`src/common/beh_defines.vh`:
```
`ifndef BEH_DEFINES_VH
`define BEH_DEFINES_VH
// ----------------------------------------
// register byte offsets
// ----------------------------------------
`define BEH_CTRL_OFS 8'h00
`define BEH_STAT_OFS 8'h04
`define BEH_IRQ_STAT_OFS 8'h08
`define BEH_IRQ_MASK_OFS 8'h0c
`define BEH_SYSF_OFS 8'h10
`define BEH_OUTIMG_OFS 8'h20
`define BEH_INIMG_OFS 8'h40
// ----------------------------------------
// field positions and values
// ----------------------------------------
`define BEH_CTRL_POLICY 0
`define BEH_CTRL_RESTART 1
`define BEH_STAT_BUSOFF 0
`define BEH_STAT_MODS 8
`define BEH_POLICY_ACTIVE 1'b0
`define BEH_POLICY_PASSIVE 1'b1
`define BEH_STATE_HEALTHY 1'b0
`define BEH_STATE_FAULT 1'b1
`define BEH_FAIL_LIMIT 2'h2
`define BEH_IRQ_FAULT 0
`define BEH_IRQ_BUSOFF 1
`define BEH_IRQ_HOLDEXP 2
`define BEH_IRQ_RESTART 3
`define BEH_IRQ_W 4
// ----------------------------------------
// timing
// ----------------------------------------
`define BEH_CLK_HZ 10000000
`define BEH_HOLD_S 10
`define BEH_HOLD_CYCLES (`BEH_HOLD_S * `BEH_CLK_HZ)
`define BEH_RESP_OKAY 2'h0
`define BEH_RESP_SLVERR 2'h2
`endif

```
`src/logic/beh_bus_err_handler.v`:
```
`timescale 1ns/1ps
`include "beh_defines.vh"
module beh_bus_err_handler
#(
  parameter N = 4,
  parameter W = 8,
  parameter HOLD_CYCLES = `BEH_HOLD_CYCLES
)
(
  input wire aclk,
  input wire aresetn,
  input wire [7:0] s_awaddr,
  input wire s_awvalid,
  output wire s_awready,
  input wire [31:0] s_wdata,
  input wire [3:0] s_wstrb,
  input wire s_wvalid,
  output wire s_wready,
  output wire [1:0] s_bresp,
  output wire s_bvalid,
  input wire s_bready,
  input wire [7:0] s_araddr,
  input wire s_arvalid,
  output wire s_arready,
  output wire [31:0] s_rdata,
  output wire [1:0] s_rresp,
  output wire s_rvalid,
  input wire s_rready,
  input wire bus_cycle_tick,
  input wire [N-1:0] xchg_ok,
  input wire [N-1:0] xchg_disturbed,
  input wire [N*W-1:0] mod_in_data,
  output reg xchg_enable_q,
  output reg bus_reconfig_q,
  output reg [N*W-1:0] mod_out_data_q,
  output reg irq_q
);
  // ----------------------------------------
  // declarations
  // ----------------------------------------
  wire wr_en;
  wire [7:0] wr_addr;
  wire [31:0] wr_data;
  wire [3:0] wr_strb;
  reg wr_hit;
  reg rd_hit;
  reg [31:0] rd_data;
  reg bus_error_policy_select_q;
  reg bus_restart_request_q;
  reg restart_prev_q;
  reg bus_off_q;
  reg [`BEH_IRQ_W-1:0] irq_stat_q;
  reg [`BEH_IRQ_W-1:0] irq_mask_q;
  reg [`BEH_IRQ_W-1:0] irq_ev;
  reg [N*W-1:0] out_img_q;
  reg [N*W-1:0] in_img_q;
  reg [N-1:0] fault_prev_q;
  reg [N-1:0] exp_prev_q;
  wire [N-1:0] module_link_state;
  wire [N-1:0] lost;
  wire [N-1:0] hold_exp;
  wire passive;
  wire tick;
  wire any_fault;
  wire [1:0] system_fault_word;
  wire restart_go;
  integer i;

  // ----------------------------------------
  // helpers
  // ----------------------------------------
  // index of a per-module word window, or 8'hff when outside
  function [7:0] win_idx;
    input [7:0] addr;
    input [7:0] base;
    begin
      if (addr >= base && addr < base + 8'h20 && addr[1:0] == 2'h0)
        win_idx = (addr - base) >> 2;
      else
        win_idx = 8'hff;
    end
  endfunction

  // ----------------------------------------
  // register bus
  // ----------------------------------------
  beh_axil_slave u_axil
  (
    .aclk(aclk),
    .aresetn(aresetn),
    .s_awaddr(s_awaddr),
    .s_awvalid(s_awvalid),
    .s_awready(s_awready),
    .s_wdata(s_wdata),
    .s_wstrb(s_wstrb),
    .s_wvalid(s_wvalid),
    .s_wready(s_wready),
    .s_bresp(s_bresp),
    .s_bvalid(s_bvalid),
    .s_bready(s_bready),
    .s_araddr(s_araddr),
    .s_arvalid(s_arvalid),
    .s_arready(s_arready),
    .s_rdata(s_rdata),
    .s_rresp(s_rresp),
    .s_rvalid(s_rvalid),
    .s_rready(s_rready),
    .wr_en(wr_en),
    .wr_addr(wr_addr),
    .wr_data(wr_data),
    .wr_strb(wr_strb),
    .wr_hit(wr_hit),
    .rd_data(rd_data),
    .rd_hit(rd_hit)
  );

  // ----------------------------------------
  // status terms
  // ----------------------------------------
  assign passive = bus_error_policy_select_q == `BEH_POLICY_PASSIVE;
  // passive never stops the bus; bus off only comes from active policy
  assign tick = bus_cycle_tick && xchg_enable_q;
  assign any_fault = |module_link_state;
  // both low while the expansion bus is in error
  assign system_fault_word = {2{~any_fault}};
  // all three conditions, else the request is ignored
  assign restart_go = bus_restart_request_q && !restart_prev_q && !passive
    && system_fault_word == 2'h0 && any_fault;

  // ----------------------------------------
  // per-module supervisors
  // ----------------------------------------
  genvar g;
  generate
    for (g = 0; g < N; g = g + 1)
    begin : g_mod
      beh_mod_sup #(.HOLD_CYCLES(HOLD_CYCLES)) u_sup
      (
        .aclk(aclk),
        .aresetn(aresetn),
        .tick(tick),
        .ok(xchg_ok[g]),
        // active policy flags only the module that failed
        .disturbed(xchg_disturbed[g] & passive),
        .passive(passive),
        .restart(restart_go),
        .fault_q(module_link_state[g]),
        .lost_q(lost[g]),
        .hold_exp_q(hold_exp[g])
      );
    end
  endgenerate

  // ----------------------------------------
  // control registers and bus state
  // ----------------------------------------
  always @(posedge aclk)
  begin
    if (!aresetn)
    begin
      bus_error_policy_select_q <= `BEH_POLICY_ACTIVE;
      bus_restart_request_q <= 1'b0;
      restart_prev_q <= 1'b0;
      irq_mask_q <= {`BEH_IRQ_W{1'b0}};
      bus_off_q <= 1'b0;
      xchg_enable_q <= 1'b1;
      bus_reconfig_q <= 1'b0;
    end
    else
    begin
      restart_prev_q <= bus_restart_request_q;
      if (wr_en && wr_strb[0] && wr_addr == `BEH_CTRL_OFS)
      begin
        bus_error_policy_select_q <= wr_data[`BEH_CTRL_POLICY];
        bus_restart_request_q <= wr_data[`BEH_CTRL_RESTART];
      end
      if (wr_en && wr_strb[0] && wr_addr == `BEH_IRQ_MASK_OFS)
        irq_mask_q <= wr_data[`BEH_IRQ_W-1:0];
      // a module declared lost under active policy turns the bus off
      if (!passive && any_fault)
        bus_off_q <= 1'b1;
      if (restart_go)
        bus_off_q <= 1'b0;
      xchg_enable_q <= !(bus_off_q || (!passive && any_fault)) || restart_go;
      bus_reconfig_q <= restart_go;
    end
  end

  // ----------------------------------------
  // images and module outputs
  // ----------------------------------------
  always @(posedge aclk)
  begin
    if (!aresetn)
    begin
      out_img_q <= {N*W{1'b0}};
      in_img_q <= {N*W{1'b0}};
      mod_out_data_q <= {N*W{1'b0}};
    end
    else
    begin
      for (i = 0; i < N; i = i + 1)
      begin
        // output image takes application writes unless the bus is off
        if (wr_en && wr_strb[0] && win_idx(wr_addr, `BEH_OUTIMG_OFS) == i)
          out_img_q[i*W +: W] <= wr_data[W-1:0];
        // input image freezes while the module does not answer
        if (tick && xchg_ok[i])
          in_img_q[i*W +: W] <= mod_in_data[i*W +: W];
        // disturbed modules still get the application data
        if (bus_off_q || hold_exp[i])
          mod_out_data_q[i*W +: W] <= {W{1'b0}};
        else
          mod_out_data_q[i*W +: W] <= out_img_q[i*W +: W];
      end
      // bus off wipes both images
      if (bus_off_q)
      begin
        out_img_q <= {N*W{1'b0}};
        in_img_q <= {N*W{1'b0}};
      end
    end
  end

  // ----------------------------------------
  // interrupt status, mask and output
  // ----------------------------------------
  always @*
  begin
    irq_ev = {`BEH_IRQ_W{1'b0}};
    irq_ev[`BEH_IRQ_FAULT] = |(module_link_state & ~fault_prev_q);
    irq_ev[`BEH_IRQ_BUSOFF] = !passive && any_fault && !bus_off_q;
    irq_ev[`BEH_IRQ_HOLDEXP] = |(hold_exp & ~exp_prev_q);
    irq_ev[`BEH_IRQ_RESTART] = restart_go;
  end

  // set beats write-one-to-clear in the same cycle
  always @(posedge aclk)
  begin
    if (!aresetn)
    begin
      irq_stat_q <= {`BEH_IRQ_W{1'b0}};
      fault_prev_q <= {N{1'b0}};
      exp_prev_q <= {N{1'b0}};
      irq_q <= 1'b0;
    end
    else
    begin
      fault_prev_q <= module_link_state;
      exp_prev_q <= hold_exp;
      if (wr_en && wr_strb[0] && wr_addr == `BEH_IRQ_STAT_OFS)
        irq_stat_q <= (irq_stat_q & ~wr_data[`BEH_IRQ_W-1:0]) | irq_ev;
      else
        irq_stat_q <= irq_stat_q | irq_ev;
      irq_q <= |(irq_stat_q & irq_mask_q);
    end
  end

  // ----------------------------------------
  // write decode
  // ----------------------------------------
  always @*
  begin
    wr_hit = 1'b0;
    if (wr_addr == `BEH_CTRL_OFS)
      wr_hit = 1'b1;
    else if (wr_addr == `BEH_IRQ_STAT_OFS)
      wr_hit = 1'b1;
    else if (wr_addr == `BEH_IRQ_MASK_OFS)
      wr_hit = 1'b1;
    else if (win_idx(wr_addr, `BEH_OUTIMG_OFS) < N)
      wr_hit = 1'b1;
    else if (wr_addr == `BEH_STAT_OFS || wr_addr == `BEH_SYSF_OFS)
      wr_hit = 1'b1;
  end

  // ----------------------------------------
  // read decode; the application polls state here or is told through irq_q
  // ----------------------------------------
  always @*
  begin
    rd_data = 32'h0;
    rd_hit = 1'b1;
    if (s_araddr == `BEH_CTRL_OFS)
    begin
      rd_data[`BEH_CTRL_POLICY] = bus_error_policy_select_q;
      rd_data[`BEH_CTRL_RESTART] = bus_restart_request_q;
    end
    else if (s_araddr == `BEH_STAT_OFS)
    begin
      rd_data[`BEH_STAT_BUSOFF] = bus_off_q;
      rd_data[`BEH_STAT_MODS +: N] = module_link_state;
    end
    else if (s_araddr == `BEH_IRQ_STAT_OFS)
      rd_data[`BEH_IRQ_W-1:0] = irq_stat_q;
    else if (s_araddr == `BEH_IRQ_MASK_OFS)
      rd_data[`BEH_IRQ_W-1:0] = irq_mask_q;
    else if (s_araddr == `BEH_SYSF_OFS)
      rd_data[1:0] = system_fault_word;
    else if (win_idx(s_araddr, `BEH_OUTIMG_OFS) < N)
      rd_data[W-1:0] = out_img_q[win_idx(s_araddr, `BEH_OUTIMG_OFS)*W +: W];
    else if (win_idx(s_araddr, `BEH_INIMG_OFS) < N)
      rd_data[W-1:0] = in_img_q[win_idx(s_araddr, `BEH_INIMG_OFS)*W +: W];
    else
      rd_hit = 1'b0;
  end

  // the block never halts the controller: no output here gates the
  // application or embedded I/O, only expansion traffic
endmodule

```
`src/logic/beh_axil_slave.v`:
```
`timescale 1ns/1ps
`include "beh_defines.vh"
module beh_axil_slave
(
  input wire aclk,
  input wire aresetn,
  input wire [7:0] s_awaddr,
  input wire s_awvalid,
  output reg s_awready,
  input wire [31:0] s_wdata,
  input wire [3:0] s_wstrb,
  input wire s_wvalid,
  output reg s_wready,
  output reg [1:0] s_bresp,
  output reg s_bvalid,
  input wire s_bready,
  input wire [7:0] s_araddr,
  input wire s_arvalid,
  output reg s_arready,
  output reg [31:0] s_rdata,
  output reg [1:0] s_rresp,
  output reg s_rvalid,
  input wire s_rready,
  output reg wr_en,
  output reg [7:0] wr_addr,
  output reg [31:0] wr_data,
  output reg [3:0] wr_strb,
  input wire wr_hit,
  input wire [31:0] rd_data,
  input wire rd_hit
);
  reg aw_held_q;
  reg w_held_q;

  // ----------------------------------------
  // write path: address and data in either order
  // ----------------------------------------
  always @(posedge aclk)
  begin
    if (!aresetn)
    begin
      s_awready <= 1'b1;
      s_wready <= 1'b1;
      aw_held_q <= 1'b0;
      w_held_q <= 1'b0;
      wr_en <= 1'b0;
      wr_addr <= 8'h00;
      wr_data <= 32'h0;
      wr_strb <= 4'h0;
      s_bvalid <= 1'b0;
      s_bresp <= `BEH_RESP_OKAY;
    end
    else
    begin
      wr_en <= 1'b0;
      if (s_awvalid && s_awready)
      begin
        wr_addr <= s_awaddr;
        aw_held_q <= 1'b1;
        s_awready <= 1'b0;
      end
      if (s_wvalid && s_wready)
      begin
        wr_data <= s_wdata;
        wr_strb <= s_wstrb;
        w_held_q <= 1'b1;
        s_wready <= 1'b0;
      end
      // both halves held: commit once, answer next edge
      if (aw_held_q && w_held_q && !s_bvalid && !wr_en)
        wr_en <= 1'b1;
      if (wr_en)
      begin
        s_bvalid <= 1'b1;
        s_bresp <= wr_hit ? `BEH_RESP_OKAY : `BEH_RESP_SLVERR;
      end
      if (s_bvalid && s_bready)
      begin
        s_bvalid <= 1'b0;
        aw_held_q <= 1'b0;
        w_held_q <= 1'b0;
        s_awready <= 1'b1;
        s_wready <= 1'b1;
      end
    end
  end

  // ----------------------------------------
  // read path: data captured at the address edge
  // ----------------------------------------
  always @(posedge aclk)
  begin
    if (!aresetn)
    begin
      s_arready <= 1'b1;
      s_rvalid <= 1'b0;
      s_rdata <= 32'h0;
      s_rresp <= `BEH_RESP_OKAY;
    end
    else if (s_arvalid && s_arready)
    begin
      s_arready <= 1'b0;
      s_rvalid <= 1'b1;
      s_rdata <= rd_data;
      s_rresp <= rd_hit ? `BEH_RESP_OKAY : `BEH_RESP_SLVERR;
    end
    else if (s_rvalid && s_rready)
    begin
      s_rvalid <= 1'b0;
      s_arready <= 1'b1;
    end
  end
endmodule

```
`src/logic/beh_mod_sup.v`:
```
`timescale 1ns/1ps
`include "beh_defines.vh"
module beh_mod_sup
#(
  parameter HOLD_CYCLES = `BEH_HOLD_CYCLES
)
(
  input wire aclk,
  input wire aresetn,
  input wire tick,
  input wire ok,
  input wire disturbed,
  input wire passive,
  input wire restart,
  output reg fault_q,
  output reg lost_q,
  output reg hold_exp_q
);
  reg [1:0] fail_q;
  reg [31:0] hold_q;

  // ----------------------------------------
  // per-module fail count, state and hold timer
  // ----------------------------------------
  always @(posedge aclk)
  begin
    if (!aresetn || restart)
    begin
      fail_q <= 2'h0;
      fault_q <= `BEH_STATE_HEALTHY;
      lost_q <= 1'b0;
      hold_q <= 32'h0;
      hold_exp_q <= 1'b0;
    end
    else
    begin
      if (tick && ok)
      begin
        fail_q <= 2'h0;
        if (passive)
        begin
          // recovered module rejoins without restart
          lost_q <= 1'b0;
          hold_q <= 32'h0;
          hold_exp_q <= 1'b0;
          // disturbed but answering still counts as faulty
          fault_q <= disturbed;
        end
      end
      else if (tick)
      begin
        if (fail_q != `BEH_FAIL_LIMIT)
          fail_q <= fail_q + 2'h1;
        // declared after two failed cycles in a row
        if (fail_q + 2'h1 >= `BEH_FAIL_LIMIT)
        begin
          fault_q <= `BEH_STATE_FAULT;
          lost_q <= 1'b1;
        end
      end
      // hold timer runs while passive retries last
      if (passive && lost_q && !hold_exp_q)
      begin
        hold_q <= hold_q + 32'h1;
        if (hold_q >= HOLD_CYCLES - 1)
          hold_exp_q <= 1'b1;
      end
    end
  end
endmodule

```
`config.mk`:
```
export PLATFORM = sky130hd
export DESIGN_NAME = beh_bus_err_handler
export DESIGN_NICKNAME = d
export VERILOG_FILES = /design/src/logic/beh_bus_err_handler.v /design/src/logic/beh_axil_slave.v /design/src/logic/beh_mod_sup.v
export VERILOG_INCLUDE_DIRS = /design/src /design/src/common
export SDC_FILE = /design/constraint.sdc
export NUM_CORES = 1
export LEC_CHECK = 0
export ABC_AREA = 0
export BUFFER_PORTS_ARGS = -buffer_cell sky130_fd_sc_hd__buf_4
export CAP_MARGIN = 20
export CELL_PAD_IN_SITES_DETAIL_PLACEMENT = 1
export CELL_PAD_IN_SITES_GLOBAL_PLACEMENT = 1
export CORE_AREA = 2 2 167 169
export CTS_BUF_LIST = sky130_fd_sc_hd__clkbuf_4
export DETAILED_ROUTE_END_ITERATION = 12
export DIE_AREA = 0 0 169 171
export GPL_ROUTABILITY_DRIVEN = 1
export PLACE_DENSITY_LB_ADDON = 0.25
export SETUP_SLACK_MARGIN = 0.15
export SYNTH_ARGS = -nofsm -noshare
export SYNTH_HDL_FRONTEND = slang
export SYNTH_SLANG_ARGS = --single-unit
export TNS_END_PERCENT = 5
```
`constraint.sdc`:
```
create_clock -name aclk -period 4.8 [get_ports aclk]
set_input_delay 0.48 -clock aclk [delete_from_list [all_inputs] [get_ports aclk]]
set_output_delay 0.48 -clock aclk [all_outputs]
set_load 0.01 [all_outputs]
```
Word-level counts from Yosys, hierarchy flattened
Cells that the tools add are included.
{ "word_totals": {"reg_bits": 308, "latch_bits": 0, "ram_bits": 0, "mem_bits_ro": 0, "in_bits": 100, "output_inout_bits": 76, "wordCells": 346, "mem_count": 0} }
{ "classes": {"n_addsub": 11, "multipliers": 0, "div": 0, "n_lt_le_gt_ge": 17, "n_eq_ne": 19, "n_shift": 2, "n_mux": 115, "n_bitwise": 15, "n_reduce_logical": 110} }
{ "op_table": {"columns": ["op", "n"], "rows": [
  ["8-bit two-way mux", 38],
  ["32-bit two-way mux", 9],
  ["32-bit by 1-bit adder with 32-bit output (second input constant)", 4],
  ["32-bit by 27-bit >= comparator with 1-bit output (second input constant)", 4],
  ["32-bit by 12-bit variable part select with 8-bit output", 2],
  ["1-bit two-way mux", 55],
  ["1-bit logical AND", 41],
  ["2-bit nonzero test", 17],
  ["8-bit by 4-bit == test with 1-bit output (second input constant)", 4],
  ["8-bit zero test", 3],
  ["8-bit by 3-bit < comparator with 1-bit output (second input constant)", 3],
  ["8-bit by 7-bit < comparator with 1-bit output (second input constant)", 3],
  ["4-bit two-way mux", 6],
  ["2-bit OR reduction", 11],
  ["4-bit bitwise AND", 4],
  ["8-bit by 2-bit == test with 1-bit output (second input constant)", 2],
  ["8-bit by 3-bit == test with 1-bit output (second input constant)", 2],
  ["8-bit by 5-bit == test with 1-bit output (second input constant)", 2],
  ["8-bit by 6-bit >= comparator with 1-bit output (second input constant)", 2],
  ["2-bit != test (second input constant)", 8],
  ["2-bit AND reduction", 8],
  ["4-bit OR reduction", 4],
  ["8-bit by 6-bit subtractor with 8-bit output (second input constant)", 2],
  ["4-bit NOT", 3],
  ["other kinds (16)", 52]
]} }

Depth between registers and ports, before layout
{ "depth": {"word_depth": 37, "mapped_depth": 10, "mapped_depth_nobuf": 8} }

By module
From an unflattened synthesis, not the netlist that was laid out.
{ "unflattened": {"hier_cells": 1945, "hier_area_um2": 17037.6} }
{ "by_module_without_submodules": {"columns": ["mod", "instances", "cells_per_inst", "area_per_inst_um2", "seq_area_each_um2"], "rows": [
  ["beh_mod_sup", 4, 256, 2095.8, 740.7],
  ["beh_bus_err_handler", 1, 538, 5241.3, 2382.3],
  ["beh_axil_slave", 1, 383, 3413.3, 1721.7]
]} }

Least setup slack after synthesis
No wires, ideal clock.
{ "synth_timing": {"path_kind": "input-to-reg", "startpoint": "input s_araddr[6]", "endpoint": "register u_axil.s_rdata[1]", "setup_ps": 119, "arrival_ps": 2468, "t_required_ps": 4681, "path_slack_ps": 2213, "stages": 9, "n_path_buf": 1, "cell_sequence": "inv_1 -> ha_1 -> or4b_2 -> a211o_1 -> buf_4 -> mux2_2 -> o221ai_1 -> a21oi_1 -> o221a_2"} }
{ "synth_between": {"elab_chain_len": 24, "word_cells_on_any_way": 57} }
{ "synth_lines": {"columns": ["item", "line_no", "source"], "rows": [
  ["from (decl)", "beh_bus_err_handler.v:22", "input wire [7:0] s_araddr,"],
  ["8-bit by 7-bit >= comparator with 1-bit output or 8-bit by 7-bit < comparator with 1-bit output (tied branches)", "beh_bus_err_handler.v:77", "if (addr >= base && addr < base + 8'h20 && addr[1:0] == 2'h0)"],
  ["1-bit logical AND (2 in series)", "beh_bus_err_handler.v:77", null],
  ["8-bit two-way mux", "beh_bus_err_handler.v:77", null],
  ["8-bit two-way mux", "beh_bus_err_handler.v:302", "else if (win_idx(s_araddr, `BEH_INIMG_OFS) < N)"],
  ["8-bit two-way mux", "beh_bus_err_handler.v:300", "else if (win_idx(s_araddr, `BEH_OUTIMG_OFS) < N)"],
  ["8-bit two-way mux", "beh_bus_err_handler.v:298", "else if (s_araddr == `BEH_SYSF_OFS)"],
  ["8-bit two-way mux", "beh_bus_err_handler.v:296", "else if (s_araddr == `BEH_IRQ_MASK_OFS)"],
  ["8-bit two-way mux", "beh_bus_err_handler.v:294", "else if (s_araddr == `BEH_IRQ_STAT_OFS)"],
  ["[... 7 more ...]", null, null],
  ["8-bit two-way mux", "beh_bus_err_handler.v:294", null],
  ["8-bit two-way mux", "beh_bus_err_handler.v:289", "else if (s_araddr == `BEH_STAT_OFS)"],
  ["8-bit two-way mux", "beh_bus_err_handler.v:284", "if (s_araddr == `BEH_CTRL_OFS)"],
  ["2-bit two-way mux", "beh_bus_err_handler.v:298", null],
  ["4-bit two-way mux", "beh_bus_err_handler.v:296", null],
  ["4-bit two-way mux", "beh_bus_err_handler.v:294", null],
  ["7-bit two-way mux", "beh_bus_err_handler.v:289", null],
  ["2-bit two-way mux *", "beh_bus_err_handler.v:284", null],
  ["to (signal assigned)", "beh_axil_slave.v:104", "s_rdata <= rd_data;"],
  ["to (decl)", "beh_axil_slave.v:20", "output reg [31:0] s_rdata,"]
]} }
Mark *: on every way between the ends. The rest lies on a longest branch, timed or not. The select of a mux whose other input is x is not followed.
A chain may end at the register's enable or synchronous reset.

Final worst setup path
{ "layout_timing": {"startpoint": "register xchg_enable_q", "endpoint": "register g_mod[3].u_sup.hold_q[26]"} }
{ "layout_between": {"elab_chain_len": 4} }
{ "layout_lines": {"columns": ["item", "line_no", "source"], "rows": [
  ["from (decl)", "beh_bus_err_handler.v:33", "output reg xchg_enable_q,"],
  ["from (signal assigned)", "beh_bus_err_handler.v:184", "xchg_enable_q <= !(bus_off_q || (!passive && any_fault)) || restart_go;"],
  ["1-bit logical AND", "beh_bus_err_handler.v:122", "assign tick = bus_cycle_tick && xchg_enable_q;"],
  ["1-bit logical AND", "beh_mod_sup.v:37", "if (tick && ok)"],
  ["2-bit nonzero test (no source line)", null, null],
  ["2-bit AND reduction (no source line)", null, null],
  ["to (signal assigned)", "beh_mod_sup.v:64", "hold_q <= hold_q + 32'h1;"],
  ["to (decl)", "beh_mod_sup.v:20", "reg [31:0] hold_q;"]
]} }
No other way between the ends.

==> flow_metrics.env <==
export IMPL_outcome="completed"
export IMPL_yosys_warnings=0
export IMPL_ys_seq_elements=306
export IMPL_worstPathArrival_ns=3.62
export IMPL_path_clk_slew_ns=0.06
export IMPL_hpwlAfterDp_um=25500
export IMPL_p_leak_nw=6.06
export IMPL_worstPathCellList="nand3_1, a211oi_1, nand4_1, or3_1, a21oi_1"
export IMPL_synth_edf_count=0
export IMPL_r2r_slack_ns=1.81
export IMPL_met1_usage_pct=30.0
export IMPL_path_class="reg -> reg"
export IMPL_worstHoldStart="s_wdata[4]"
export IMPL_final_area_mm2=0.0156
export IMPL_syn_avg_cell_area_um2=8.71
export IMPL_nets=1825
export IMPL_vias_per_cell=5.50
export IMPL_syn_area_mm2=0.0132
export IMPL_cap_viol_max_count=0
export IMPL_core_area_mm2=0.0273
export IMPL_r2r_start="xchg_enable_q"
export IMPL_gp_congestion=0.794
export IMPL_root_buffer="clkbuf_4"
export IMPL_fin_crit_sh_pct=62.4
export IMPL_cts_sinks=306
export IMPL_post_cts_buffers=0
export IMPL_reg2reg_depth=5
export IMPL_power_w=0.00525
export IMPL_firstDrtPassIters=5
export IMPL_areaGrowthSynthToFinish_pct=18.8
export IMPL_fin_cells=2112
export IMPL_h_tree_depth=3
export IMPL_io_pins=176
export IMPL_async_flop_share_pct=0
export IMPL_critPathLaunchType="flop"
export IMPL_gr_usage_met3_pct=5.30
export IMPL_grt_use_met2_pct=46.2
export IMPL_wl_per_cell_um=17.9
export IMPL_drt_iter0_markers=502
export IMPL_fp_dieArea_mm2=0.0289
export IMPL_power_frac_comb_pct=7.9
export IMPL_min_to="u_axil.wr_data[4]"
export IMPL_yosys_top_cells_area="dfxtp_1 (47%), nor2_1 (6.5%), xor2_1 (5.3%)"
export IMPL_drcViolationCount=0
export IMPL_final_max_slew_viol_count=0
export IMPL_internal_power_w=0.00387
export IMPL_die_x_um=169
export IMPL_tns_ns=0
export IMPL_drive_above_1_share_pct=16.6
export IMPL_cp_slowest_stage_delay_ns=0.87
export IMPL_p_sw_share_pct=26.3
export IMPL_via_count=11600
export IMPL_tritoncts="built"
export IMPL_final_hold_viol_count=0
export IMPL_required_ns=5.43
export IMPL_antenna_found_initial=4
export IMPL_grt_max_degree=39
export IMPL_grt_busiest_layer="met2"
export IMPL_fmax_mhz=334
export IMPL_synth_most_common_cell="dfxtp_1"
export IMPL_tightest_slew_ns=1.02
export IMPL_relSlewSlack_pct=31.6
export IMPL_clockPowerShare_pct=41.7
export IMPL_die_height_um=171
export IMPL_power_density_mw_per_mm2=336
export IMPL_yosys_area_top_type="dfxtp_1"
export IMPL_grt_pass1_wl_um=61100
export IMPL_wirelength_um=37800
export IMPL_yosysSeqAreaShare_pct=46.5
export IMPL_cp_max_fo=10
export IMPL_ant_nets=0
export IMPL_hold_path_class="in -> reg"
export IMPL_grt_pass1_vias=12200
export IMPL_reg2reg_to="g_mod[3].u_sup.hold_q[26]"
export IMPL_end_kind="flop"
export IMPL_peakVddDrop_v=0.000149
export IMPL_cp_slowest_cell="a211oi_1"
export IMPL_yosys_top_cells_count="dfxtp_1 (306), nor2_1 (228), nand2_1 (165), a21oi_1 (90), xor2_1 (80)"
export IMPL_synthCells=1511
export IMPL_gr_total_overflow=0
export IMPL_insertion_delay_ns=0.73
export IMPL_initial_core_util_pct=48.2
export IMPL_p_seq_share_pct=50.4
export IMPL_hold_ws_ns=0.0421
export IMPL_p_sw_w=0.00138
export IMPL_yosysUniqueCellTypes=71
export IMPL_cts_buffers=80
export IMPL_io_buffers=126
export IMPL_grtUsageTotal_pct=26.1
export IMPL_clockBufferDepth=3
export IMPL_synth_flop_cell="dfxtp_1"
export IMPL_placed_cell_area_mm2=0.0143
export IMPL_fin_crit_ns=2.99
export IMPL_skew_ns=0.0518
export IMPL_min_delay_path_depth=3
export IMPL_synth_top_area_share_pct=46.5
export IMPL_rows=61
export IMPL_setup_violations=0
export IMPL_placed_cells=1933
export IMPL_rsz0062_at_grt="no"
## power groups by stage
| stage | sequential (W) | combinational (W) | clock, W |
|---|---|---|---|
| floorplan | 0.00268 | 0.000259 | 0 |
| global placement | 0.00270 | 0.000367 | 0 |
| detailed placement | 0.00270 | 0.000380 | 0 |
| CTS | 0.00264 | 0.000409 | 0.00225 |
| global route | 0.00265 | 0.000461 | 0.00240 |
| finish | 0.00264 | 0.000417 | 0.00219 |
## final cells by class
type                       count  area (µm²)
antenna                        3        7.51
clock buffer                 118         886
clock inverter                16        72.6
fill                        3308       11700
inverter                      40         150
multi-input combinational   1104        6520
sequential                   306        6130
tap                          346         433
timing repair buffer         179        1440
## through the flow
stage	worst slack (ns)	util [%]
5_1_grt	1.64	57.2
6_report	1.81	57.2
3_5_place_dp	1.73	52.2
4_1_cts	1.87	57.2
2_1_floorplan	2.21	-
3_3_place_gp	1.79	52.2
## flip-flops by register name, indices dropped and copies added, names as in the netlist, 8 cells and up
signal,count
u_axil.wr_data,8
g_mod.u_sup.hold_q,128
mod_out_data_q,32
u_axil.wr_addr,8
u_axil.s_rdata,12
in_img_q,32
g_mod.u_sup.fail_q,8
out_img_q,32
## cell usage in the layout (no fill, tap or decap), drive strengths merged, types with 6 or more instances in the layout
cell,instances
a211oi,10
a21oi,90
a22oi,15
and2,50
and3,21
and4,14
buf,137
clkbuf,119
clkinv,13
conb,22
dfxtp,306
dlygate4sd3,41
ha,14
inv,40
mux2,6
mux2i,53
nand2,165
nand2b,8
nand3,60
nand4,38
nor2,230
nor2b,15
nor3,24
nor4,8
o21ai,40
o22ai,10
or3,19
or4,6
xnor2,35
xor2,80
## routing by layer
| layer | routed length [µm] | part of all wire (%) | up-vias |
|---|---|---|---|
| met4 | 1370 | 3.6 | 2 |
| met1 | 15800 | 42 | 5636 |
| met5 | 16 | 0.042 | - |
| li1 | - | - | 5593 |
| met2 | 18900 | 50 | 289 |
| met3 | 1770 | 4.7 | 99 |
## worst max-delay path by stage
stage                               from                        end  slack, ns  cells past startpoint
after global routing       xchg_enable_q  g_mod[3].u_sup.hold_q[26]       1.64                      5
after CTS                  xchg_enable_q  g_mod[3].u_sup.hold_q[26]       1.87                      5
after floorplan              s_araddr[6]          u_axil.s_rdata[1]       2.21                      9
final                      xchg_enable_q  g_mod[3].u_sup.hold_q[26]       1.81                      5
after detailed placement  bus_cycle_tick  g_mod[3].u_sup.hold_q[26]       1.73                      6
after global placement       s_araddr[6]          u_axil.s_rdata[1]       1.79                      9
## logic make-up (layout without fill, tap and decap cells)
family | Yosys count | after routing | share of synthesized area [%]
AND/OR/NAND/NOR | 669 | 669 | 24.2
buffers and inverters | 122 | 353 | 4.65
multiplexers | 61 | 61 | 4.89
adder cells (fa/ha/maj) | 14 | 14 | 1.33
XOR/XNOR | 115 | 115 | 7.65
flip-flops | 306 | 306 | 46.5
other | 1 | 25 | 0.0285
AO/OA/AOI/OAI | 223 | 223 | 10.7
## worst max-delay path, delay by kind of cell (launching register included)
family / cells / cell delay, ns
and+or+nand+nor: 3 / 1.43
AOI/OAI and AO/OA: 2 / 1.02
DFF: 1 / 0.46
## what timing repair did
| action | in CTS | in global routing |
|---|---|---|
| resized for setup | 0 | 0 |
| hold buffers | 41 | 0 |
| endpoints found under the hold margin | 41 | 0 |
| endpoints found under the setup margin | 0 | 0 |
(Power assumes the default switching activity.)
